File: src/adc_defines.svh
// register offsets, field positions, reset values, channel group code and result width for the converter control
`ifndef ADC_DEFINES_SVH
`define ADC_DEFINES_SVH

`define OFS_CTRL        8'h94
`define OFS_STATUS      8'hBC
`define OFS_CLKDIV      8'hFE
`define OFS_IVL_HI      8'hF7
`define OFS_IVL_MED     8'hF6
`define OFS_IVL_LO      8'hF5
`define OFS_INMUX       8'hFC
`define OFS_GAIN_AMP    8'hF9
`define OFS_RES_BASE    8'hA4
`define OFS_RES_LAST    8'hAB

`define CTRL_REF_SRC    7
`define CTRL_SINGLE_CH  6
`define CTRL_TRIGGER    5
`define CTRL_CONV_EN    4
`define CTRL_DONE_CLR   3
`define CTRL_IRQ_EN     2
`define CTRL_REPEAT     1
`define CTRL_REF_PWR    0
`define STAT_DONE       0
`define AMP_PWR         0
`define INMUX_ORDER     7

`define CTRL_RESET      8'h00
`define AMP_RESET       8'h00
`define INMUX_RESET     8'h00
`define CLKDIV_RESET    8'h00
`define IVL_RESET       24'h000000

`define CH_GROUP        3'h4
`define RESULT_BITS     12

`endif

File: src/adc_pkg.sv
// types shared by the converter control modules
package adc_pkg;
    typedef enum logic [3:0] {
        SEQ_IDLE  = 4'b0001,
        SEQ_START = 4'b0010,
        SEQ_WAIT  = 4'b0100,
        SEQ_NEXT  = 4'b1000
    } seq_state_e;

    typedef logic [11:0] result_t;
    typedef logic [1:0]  slot_t;
endpackage

File: src/result_if.sv
// carrier between the sequencer and the result memory
`timescale 1ns/1ps
interface result_if;
    logic                 wr_en;
    adc_pkg::slot_t       wr_slot;
    adc_pkg::result_t     wr_data;
    adc_pkg::slot_t       rd_slot;
    adc_pkg::result_t     rd_data;

    modport ctrl (output wr_en, output wr_slot, output wr_data, output rd_slot, input rd_data);
    modport mem  (input wr_en, input wr_slot, input wr_data, input rd_slot, output rd_data);
endinterface

File: src/result_store.sv
// four 12-bit conversion result slots with registered read port
`timescale 1ns/1ps
module result_store (
    input  wire logic core_clk,
    input  wire logic rst_n,
    input  wire logic ce,
    result_if.mem     rif
);
    import adc_pkg::*;

    result_t slot_q [4];

    genvar gi;
    generate
        for (gi = 0; gi < 4; gi++) begin : g_slot
            always_ff @(posedge core_clk) begin
                if (!rst_n) begin
                    slot_q[gi] <= 12'h000;
                end else if (ce && rif.wr_en && rif.wr_slot == slot_t'(gi)) begin
                    slot_q[gi] <= rif.wr_data;
                end
            end
        end
    endgenerate

    always_ff @(posedge core_clk) begin
        if (!rst_n) begin
            rif.rd_data <= 12'h000;
        end else if (ce) begin
            rif.rd_data <= slot_q[rif.rd_slot];
        end
    end
endmodule // result_store

File: src/ref_clk_div.sv
// converter reference clock: core clock divided by 2*divisor+2
`timescale 1ns/1ps
module ref_clk_div (
    input  wire logic       core_clk,
    input  wire logic       rst_n,
    input  wire logic       ce,
    input  wire logic [7:0] divisor,
    output logic            ref_clk
);
    logic [8:0] cnt_q;
    logic       ref_q;
    wire  [8:0] half_w = {1'b0, divisor};
    wire        flip_w = (cnt_q >= half_w);

    // toggling every divisor+1 cycles gives a full period of 2*divisor+2
    always_ff @(posedge core_clk) begin
        if (!rst_n) begin
            cnt_q <= 9'h000;
            ref_q <= 1'b0;
        end else if (ce) begin
            cnt_q <= flip_w ? 9'h000 : cnt_q + 9'h001;
            if (flip_w) begin
                ref_q <= ~ref_q;
            end
        end
    end

    assign ref_clk = ref_q;
endmodule // ref_clk_div

File: src/adc_seq_ctrl.sv
// converter sequencing control: register bank, interval timer, pass sequencer
//
// How it works
// - repeated timed or single on-demand passes
// - single-channel bit picks one or four channels
// - four-channel pass fills four 12-bit results
// - single-channel result always lands in slot 0
// - results passed through as straight binary codes
// - interval is three bytes forming 24 bits
// - trigger bit starts one pass immediately
// - pass end sets status done flag
// - done flag holds until clear bit written
// - enabled done flag drives wake interrupt
// - reference clock is core clock over 2n+2
// - reference and amplifier start powered down
// - control bit 0 powers reference
// - amplifier register bit 0 powers amplifier
// - control bit 7 selects external reference pin
`timescale 1ns/1ps
`include "adc_defines.svh"
module adc_seq_ctrl (
    input  wire logic             core_clk,
    input  wire logic             rst_n,
    input  wire logic             ce,
    input  wire logic [7:0]       sfr_addr,
    input  wire logic             sfr_wr,
    input  wire logic [7:0]       sfr_wdata,
    input  wire logic             sfr_rd,
    output logic [7:0]            sfr_rdata,
    output logic                  conv_start,
    output logic [2:0]            conv_channel,
    input  wire logic             conv_busy_done,
    input  wire adc_pkg::result_t conv_data,
    output logic                  converter_ref_clk,
    output logic                  converter_power_on,
    output logic                  reference_power_on,
    output logic                  gain_amp_power_on,
    output logic [7:0]            gain_amp_setting,
    output logic                  reference_source_select,
    output logic                  reference_correction_order,
    output logic [3:0]            input_buffer_enable,
    output logic                  done_irq
);
    import adc_pkg::*;

    // bank registers
    logic [7:0]  ctrl_q;
    logic [7:0]  amp_q;
    logic [7:0]  inmux_q;
    logic [7:0]  clkdiv_q;
    logic [23:0] ivl_q;
    logic        done_q;
    logic [7:0]  rdata_q;
    logic        res_sel_q;
    logic        res_hi_q;

    // sequencer
    seq_state_e  state_q;
    seq_state_e  state_d;
    logic [1:0]  slot_q;
    logic [23:0] ivl_cnt_q;
    logic        pending_q;
    logic [2:0]  chan_hold_q;

    // conversion-end input from the analog core is asynchronous
    logic        done_s1_q;
    logic        done_s2_q;
    logic        done_s3_q;
    result_t     data_s1_q;
    result_t     data_s2_q;

    result_if rif ();

    result_store u_store (
        .core_clk (core_clk),
        .rst_n    (rst_n),
        .ce       (ce),
        .rif      (rif)
    );

    ref_clk_div u_div (
        .core_clk (core_clk),
        .rst_n    (rst_n),
        .ce       (ce),
        .divisor  (clkdiv_q),
        .ref_clk  (converter_ref_clk)
    );

    function automatic logic hit(input logic [7:0] addr, input logic [7:0] ofs);
        return addr == ofs;
    endfunction

    // address decode
    wire wr_ctrl   = sfr_wr && hit(sfr_addr, `OFS_CTRL);
    wire wr_amp    = sfr_wr && hit(sfr_addr, `OFS_GAIN_AMP);
    wire wr_inmux  = sfr_wr && hit(sfr_addr, `OFS_INMUX);
    wire wr_clkdiv = sfr_wr && hit(sfr_addr, `OFS_CLKDIV);
    wire wr_ivl_hi = sfr_wr && hit(sfr_addr, `OFS_IVL_HI);
    wire wr_ivl_md = sfr_wr && hit(sfr_addr, `OFS_IVL_MED);
    wire wr_ivl_lo = sfr_wr && hit(sfr_addr, `OFS_IVL_LO);
    wire res_hit   = (sfr_addr >= `OFS_RES_BASE) && (sfr_addr <= `OFS_RES_LAST);
    wire [7:0] res_ofs = sfr_addr - `OFS_RES_BASE;

    // trigger and done-clear are strobes: they act on the write and never store
    wire trigger_w  = wr_ctrl && sfr_wdata[`CTRL_TRIGGER];
    wire done_clr_w = wr_ctrl && sfr_wdata[`CTRL_DONE_CLR];

    wire single_ch_w = ctrl_q[`CTRL_SINGLE_CH];
    wire repeat_w    = ctrl_q[`CTRL_REPEAT];
    wire conv_en_w   = ctrl_q[`CTRL_CONV_EN];
    wire [2:0] muxsel_w = inmux_q[6:4];

    // interval timer: period equals the programmed value, a value of zero behaves as one
    wire [23:0] ivl_next_w = ivl_cnt_q + 24'h000001;
    wire        ivl_tick_w = repeat_w && conv_en_w && (ivl_next_w >= ivl_q);

    // stage three only remembers stage two for the rising-edge test
    wire done_rise_w = done_s2_q && !done_s3_q;
    wire last_slot_w = single_ch_w || (slot_q == 2'h3);
    // an enable dropped mid-pass abandons it, and no done flag follows
    wire pass_end_w  = (state_q == SEQ_NEXT) && last_slot_w && conv_en_w;
    // the enable written with the trigger counts, so one write can arm and fire
    wire en_now_w    = wr_ctrl ? sfr_wdata[`CTRL_CONV_EN] : conv_en_w;
    wire start_req_w = en_now_w && (pending_q || trigger_w || ivl_tick_w);

    // next state
    always_comb begin
        state_d = state_q;
        case (state_q)
            SEQ_IDLE: begin
                if (start_req_w) begin
                    state_d = SEQ_START;
                end
            end
            SEQ_START: begin
                if (!conv_en_w) begin
                    state_d = SEQ_IDLE;
                end else begin
                    state_d = SEQ_WAIT;
                end
            end
            SEQ_WAIT: begin
                if (!conv_en_w) begin
                    state_d = SEQ_IDLE;
                end else if (done_rise_w) begin
                    state_d = SEQ_NEXT;
                end
            end
            SEQ_NEXT: begin
                if (last_slot_w || !conv_en_w) begin
                    state_d = SEQ_IDLE;
                end else begin
                    state_d = SEQ_START;
                end
            end
            default: begin
                state_d = SEQ_IDLE;
            end
        endcase
    end

    always_ff @(posedge core_clk) begin
        if (!rst_n) begin
            state_q <= SEQ_IDLE;
        end else if (ce) begin
            state_q <= state_d;
        end
    end

    // slot walks 0..3 during a four-channel pass
    always_ff @(posedge core_clk) begin
        if (!rst_n) begin
            slot_q <= 2'h0;
        end else if (ce) begin
            if (state_q == SEQ_IDLE) begin
                slot_q <= 2'h0;
            end else if (state_q == SEQ_NEXT) begin
                slot_q <= slot_q + 2'h1;
            end
        end
    end

    // a request arriving while a pass runs is kept, not lost
    always_ff @(posedge core_clk) begin
        if (!rst_n) begin
            pending_q <= 1'b0;
        end else if (ce) begin
            if (state_q == SEQ_IDLE || !conv_en_w) begin
                pending_q <= 1'b0;
            end else if (trigger_w || ivl_tick_w) begin
                pending_q <= 1'b1;
            end
        end
    end

    always_ff @(posedge core_clk) begin
        if (!rst_n) begin
            ivl_cnt_q <= 24'h000000;
        end else if (ce) begin
            ivl_cnt_q <= (ivl_tick_w || !repeat_w) ? 24'h000000 : ivl_next_w;
        end
    end

    // synchronisers: stage two carries done and data, stage three only feeds the rising-edge test
    always_ff @(posedge core_clk) begin
        if (!rst_n) begin
            done_s1_q <= 1'b0;
            done_s2_q <= 1'b0;
            done_s3_q <= 1'b0;
            data_s1_q <= 12'h000;
            data_s2_q <= 12'h000;
        end else if (ce) begin
            done_s1_q <= conv_busy_done;
            done_s2_q <= done_s1_q;
            done_s3_q <= done_s2_q;
            data_s1_q <= conv_data;
            data_s2_q <= data_s1_q;
        end
    end

    // channel: manual picks the full mux code, group mode keeps the upper/lower bit
    wire [2:0] chan_now_w = single_ch_w ? muxsel_w : {muxsel_w[2], slot_q};

    // held from the start pulse on, so a mux write cannot move a running conversion
    always_ff @(posedge core_clk) begin
        if (!rst_n) begin
            chan_hold_q <= 3'h0;
        end else if (ce && state_q == SEQ_START) begin
            chan_hold_q <= chan_now_w;
        end
    end

    assign conv_channel = (state_q == SEQ_START) ? chan_now_w : chan_hold_q;
    assign conv_start   = (state_q == SEQ_START);

    // result slot: always 0 for single channel
    assign rif.wr_en   = (state_q == SEQ_WAIT) && done_rise_w && conv_en_w;
    assign rif.wr_slot = single_ch_w ? 2'h0 : slot_q;
    assign rif.wr_data = data_s2_q;
    assign rif.rd_slot = res_ofs[2:1];

    // done flag: a pass ending in the clear cycle still sets it
    always_ff @(posedge core_clk) begin
        if (!rst_n) begin
            done_q <= 1'b0;
        end else if (ce) begin
            if (pass_end_w) begin
                done_q <= 1'b1;
            end else if (done_clr_w) begin
                done_q <= 1'b0;
            end
        end
    end

    // combinational so it can wake a core whose own clock is stopped
    assign done_irq = done_q && ctrl_q[`CTRL_IRQ_EN];

    // writable registers; strobe bits never stored
    always_ff @(posedge core_clk) begin
        if (!rst_n) begin
            ctrl_q   <= `CTRL_RESET;
            amp_q    <= `AMP_RESET;
            inmux_q  <= `INMUX_RESET;
            clkdiv_q <= `CLKDIV_RESET;
        end else if (ce) begin
            if (wr_ctrl) begin
                ctrl_q <= sfr_wdata & 8'hD7;
            end
            if (wr_amp) begin
                amp_q <= sfr_wdata;
            end
            if (wr_inmux) begin
                inmux_q <= sfr_wdata;
            end
            if (wr_clkdiv) begin
                clkdiv_q <= sfr_wdata;
            end
        end
    end

    always_ff @(posedge core_clk) begin
        if (!rst_n) begin
            ivl_q <= `IVL_RESET;
        end else if (ce) begin
            if (wr_ivl_hi) begin
                ivl_q[23:16] <= sfr_wdata;
            end
            if (wr_ivl_md) begin
                ivl_q[15:8] <= sfr_wdata;
            end
            if (wr_ivl_lo) begin
                ivl_q[7:0] <= sfr_wdata;
            end
        end
    end

    // read side: bank registers captured here, result bytes come from the store's register
    logic [7:0] rd_mux;
    always_comb begin
        case (sfr_addr)
            `OFS_CTRL:     rd_mux = ctrl_q;
            `OFS_STATUS:   rd_mux = {7'h00, done_q};
            `OFS_CLKDIV:   rd_mux = clkdiv_q;
            `OFS_IVL_HI:   rd_mux = ivl_q[23:16];
            `OFS_IVL_MED:  rd_mux = ivl_q[15:8];
            `OFS_IVL_LO:   rd_mux = ivl_q[7:0];
            `OFS_INMUX:    rd_mux = inmux_q;
            `OFS_GAIN_AMP: rd_mux = amp_q;
            default:       rd_mux = 8'h00;
        endcase
    end

    always_ff @(posedge core_clk) begin
        if (!rst_n) begin
            rdata_q   <= 8'h00;
            res_sel_q <= 1'b0;
            res_hi_q  <= 1'b0;
        end else if (ce) begin
            rdata_q   <= sfr_rd ? rd_mux : 8'h00;
            res_sel_q <= sfr_rd && res_hit;
            res_hi_q  <= res_ofs[0];
        end
    end

    wire [7:0] res_byte_w = res_hi_q ? {4'h0, rif.rd_data[11:8]} : rif.rd_data[7:0];
    assign sfr_rdata = res_sel_q ? res_byte_w : rdata_q;

    assign converter_power_on         = conv_en_w;
    assign reference_power_on         = ctrl_q[`CTRL_REF_PWR];
    assign gain_amp_power_on          = amp_q[`AMP_PWR];
    assign gain_amp_setting           = amp_q;
    assign reference_source_select    = ctrl_q[`CTRL_REF_SRC];
    assign reference_correction_order = inmux_q[`INMUX_ORDER];
    assign input_buffer_enable        = inmux_q[3:0];
endmodule // adc_seq_ctrl

File: config.mk
export PLATFORM = sky130hd
export DESIGN_NAME = adc_seq_ctrl
export DESIGN_NICKNAME = d
export VERILOG_FILES = /design/src/adc_pkg.sv /design/src/result_if.sv /design/src/result_store.sv /design/src/ref_clk_div.sv /design/src/adc_seq_ctrl.sv
export VERILOG_INCLUDE_DIRS = /design/src /design/src/src
export SDC_FILE = /design/constraint.sdc
export NUM_CORES = 1
export LEC_CHECK = 0
export BUFFER_PORTS_ARGS = -buffer_cell sky130_fd_sc_hd__buf_2
export CORE_MARGIN = 5
export CORE_UTILIZATION = 30
export DETAILED_ROUTE_END_ITERATION = 6
export SYNTH_ARGS = -nofsm -noshare
export SYNTH_HDL_FRONTEND = slang
export SYNTH_SLANG_ARGS = --single-unit
File: constraint.sdc
create_clock -name core_clk -period 7.3 [get_ports core_clk]
set_input_delay 1.095 -clock core_clk [delete_from_list [all_inputs] [get_ports core_clk]]
set_output_delay 1.095 -clock core_clk [all_outputs]
set_load 0.005 [all_outputs]
==> results.yml <==
global_routing:
  grt_pass1_vias: 6822
  gr-total-overflow: 0
  antenna_found_initial: 2
  grt_max_degree: 50
  grt_pass1_wl_mm: 38.8
  grt_usage: 0.137
floorplan:
  dieArea_sq_um: 35600
  start_util: 0.303
  die_h_microns: 189
  std_cell_rows: 65
  dieWidth_microns: 189
  coreArea_sq_um: 31600
  pin_count: 65
logic_synthesis:
  yosys_warnings: 0
  avgSynthCellArea_sq_um: 9.65
  yosysTopAreaCellShare: 0.310
  async_reset_ff_frac: 0
  netlist_area_sq_um: 9570
  yosysMostFrequentCell: "dfxtp_1"
  synth_area_leader_cell: "dfxtp_1"
  yosys.cell_types.count: 63
  seq_area_frac_synth: 0.460
  ys_top_cells_by_area: "dfxtp_1, edfxtp_1, mux2i_1"
  syn_inst: 992
  synth_flop_cell: "dfxtp_1"
  syn_nets: 1061
  synth_edf_count: 48
  synth-seq-cells: 196
  synth_common_cells: "dfxtp_1, nor2_1, nand2_1, mux2i_1, and2_1"
final_layout:
  fillers: 3226
  multi_input_area_sq_um: 4730
  final_cells: 1437
  fin_nets: 1090
  drive_gt1_frac: 0.132
  syn_to_final_growth_pct: 12.4
  seq_area_sq_um: 4400
clock_tree:
  postCtsHoldBufs: 0
  post_cts_buffers: 0
  cts_sinks: 196
  cts-buffers-inserted: 17
  cts_tree: "yes"
  cts-htree-levels: 4
  clk_latency_ns: 0.45
  cts_resized: 0
  cts_buffer_depth: 2
  clk_pin_slew_ns: 0.08
  cts-root-buf: "clkbuf_16"
power:
  ir_drop_mv: 0.154
  p_int_mw: 1.65
  power.total_mw: 2.19
  power_density_nw_per_um2: 203
  swShare: 0.245
  pwr-share-seq: 0.525
  switchingPower_uw: 536
  power_frac_comb: 0.050
  power.leakage_nw: 4.16
  pwr-share-clk: 0.425
sta:
  fmax_ghz: 0.252
  slew_headroom: 0.209
  rsz0062_at_grt: "false"
  min_period_ns: 3.97
  report.final.setup_viol: 0
  worstMarginPinSlew_ns: 1.18
  slew_viol_final: 0
  period_share: 0.544
  setup_ws_ns: 3.33
  fin_setup_tns_ns: 0
  clock_skew_ns: 0.0116
  report.final.hold_viol_count: 0
  whs_ns: 0.461
drt:
  firstDrtPassIters: 5
  drc: 0
  num_vias: 7132
  drt_iter0_drc: 589
  viasPerCell: 4.96
  drt_wl_total_mm: 24.3
  wl_per_cell_microns: 16.9
  ant_nets: 0
setup_path:
  cp.required_ns: 7.63
  crit_top_cell: "nand3_1"
  critPathSlowestCell: "dfxtp_1"
  path_max_fanout: 21
  critPathArrivalTime_ns: 4.30
  max_stage_delay_ns: 0.42
  cp-start-kind: "register"
  crit_path_cell_trace: "ha_1, nand3_1, nor2_2, nand3_1, nor4_2, nand3_1, xnor2_1, ha_1, nand4_1, nor4_1, nand4_1, nor2_1, o41ai_2, buf_4, o21ai_0, nor2_1"
  critPathTopFamily: "simple AND/OR/NAND/NOR gates"
  critPathCaptureType: "register"
  path_buf_inv: 1
  critPathKind: "register to register"
job:
  maxCapViolations: 0
placed_design:
  portBuffers: 64
  gp_congestion: 0.817
  dp_hpwl_mm: 17.2
  dp_slack_ns: 3.33
  dp.cells: 1404
worst_hold_path:
  worst_hold_path_type: "register to register"
status:
  outcome: "complete, no violations"
-- sequential cells by signal, summed over array words and instances, names as in the netlist, 2 cells and up --
name                 cells
u_store.slot_q          48
ivl_cnt_q               24
ivl_q                   24
data_s1_q               12
data_s2_q               12
u_store.rif.rd_data     12
u_div.cnt_q              9
clkdiv_q                 8
gain_amp_setting         8
inmux_q                  8
rdata_q                  8
ctrl_q                   6
state_q                  4
chan_hold_q              3
slot_q                   2
-- power groups by stage --
stage	clock network, mW	logic, mW	registers, mW
floorplan	0	0.0749	1.17
CTS	0.947	0.110	1.15
global placement	0	0.109	1.17
global route	0.993	0.120	1.15
detailed placement	0	0.110	1.17
finish	0.930	0.109	1.15
-- per-layer routing --
metal | wire length, microns | up-vias | global-route usage
met3 | 1450 | 16 | 0.0346
met4 | 241 | 2 | 0.0395
li1 | - | 3541 | -
met5 | 13 | - | 0
met1 | 11700 | 3398 | 0.193
met2 | 10900 | 175 | 0.208
-- stage by stage --
| step | area, sq um | utilization |
|---|---|---|
| 2_1_floorplan | 9570 | - |
| 5_1_grt | 10800 | 0.341 |
| 6_report | 10800 | 0.341 |
| 4_1_cts | 10800 | 0.341 |
| 3_5_place_dp | 10200 | 0.323 |
| 3_3_place_gp | 10200 | 0.323 |
-- logic make-up (layout without fill, tap and decap cells) --
logic type | after synthesis | in the layout | share of synthesized area
flip-flops | 196 | 196 | 0.460
other | 0 | 1 | 0
AND/OR/NAND/NOR | 370 | 370 | 0.188
buffers and inverters | 108 | 150 | 0.0469
AO/OA/AOI/OAI | 145 | 145 | 0.103
XOR/XNOR | 36 | 36 | 0.0329
adder cells (fa/ha/maj) | 35 | 35 | 0.0457
multiplexers | 102 | 102 | 0.124
-- layout by cell type, fill, tap and decap left out, types with 4 or more instances in the layout --
master     Yosys  routed
nor3_1         6       6
a211oi_1       4       4
nand2_1       91      91
o21ai_0       25      25
clkbuf_16      0      18
inv_1         47      46
a32o_1        16      16
a22oi_1        8       8
buf_4          5       8
a21oi_1       45      45
a222oi_1       6       6
mux2i_1       84      84
edfxtp_1      48      48
o31ai_1        9       9
nand3b_1       4       4
nand3_1       25      25
xor2_1        20      20
inv_6          0       4
nor2_1       139     139
and2_1        51      51
nor2b_1        4       4
and3_1         9       9
xnor2_1       16      16
mux2_2         5       5
dfxtp_1      148     148
ha_1          35      35
nand4_1       14      14
buf_2          7      63
o21a_1         4       4
a21o_1         7       7
mux4_2        12      12
nor4_1         5       4
-- tightest hold or removal path, cell delays in order (launching register included) --
cell	delay, ns
dfxtp_1	0.32
nand2_1	0.05
a21oi_1	0.05
-- layout make-up --
cell class / instances / area share
multi-input cells: 688 / 0.439
repair buffers: 71 / 0.0349
flip-flops and latches: 196 / 0.409
clock inverters: 13 / 0.0103
inverters: 47 / 0.0165
well taps: 402 / 0.0467
clock buffers: 19 / 0.0431
diodes: 1 / 0.000232
-- path summary, 6_finish.rpt --
check	from	end	slack (ns)	cells after the start
setup / recovery	ivl_cnt_q[0]	ivl_cnt_q[7]	3.33	16
hold / removal	ivl_q[2]	ivl_q[2]	0.46	2
setup reg to reg	ivl_cnt_q[0]	ivl_cnt_q[7]	3.33	16
hold reg to reg	ivl_q[2]	ivl_q[2]	0.46	2
Note: power is estimated with default switching activity, not from simulation.
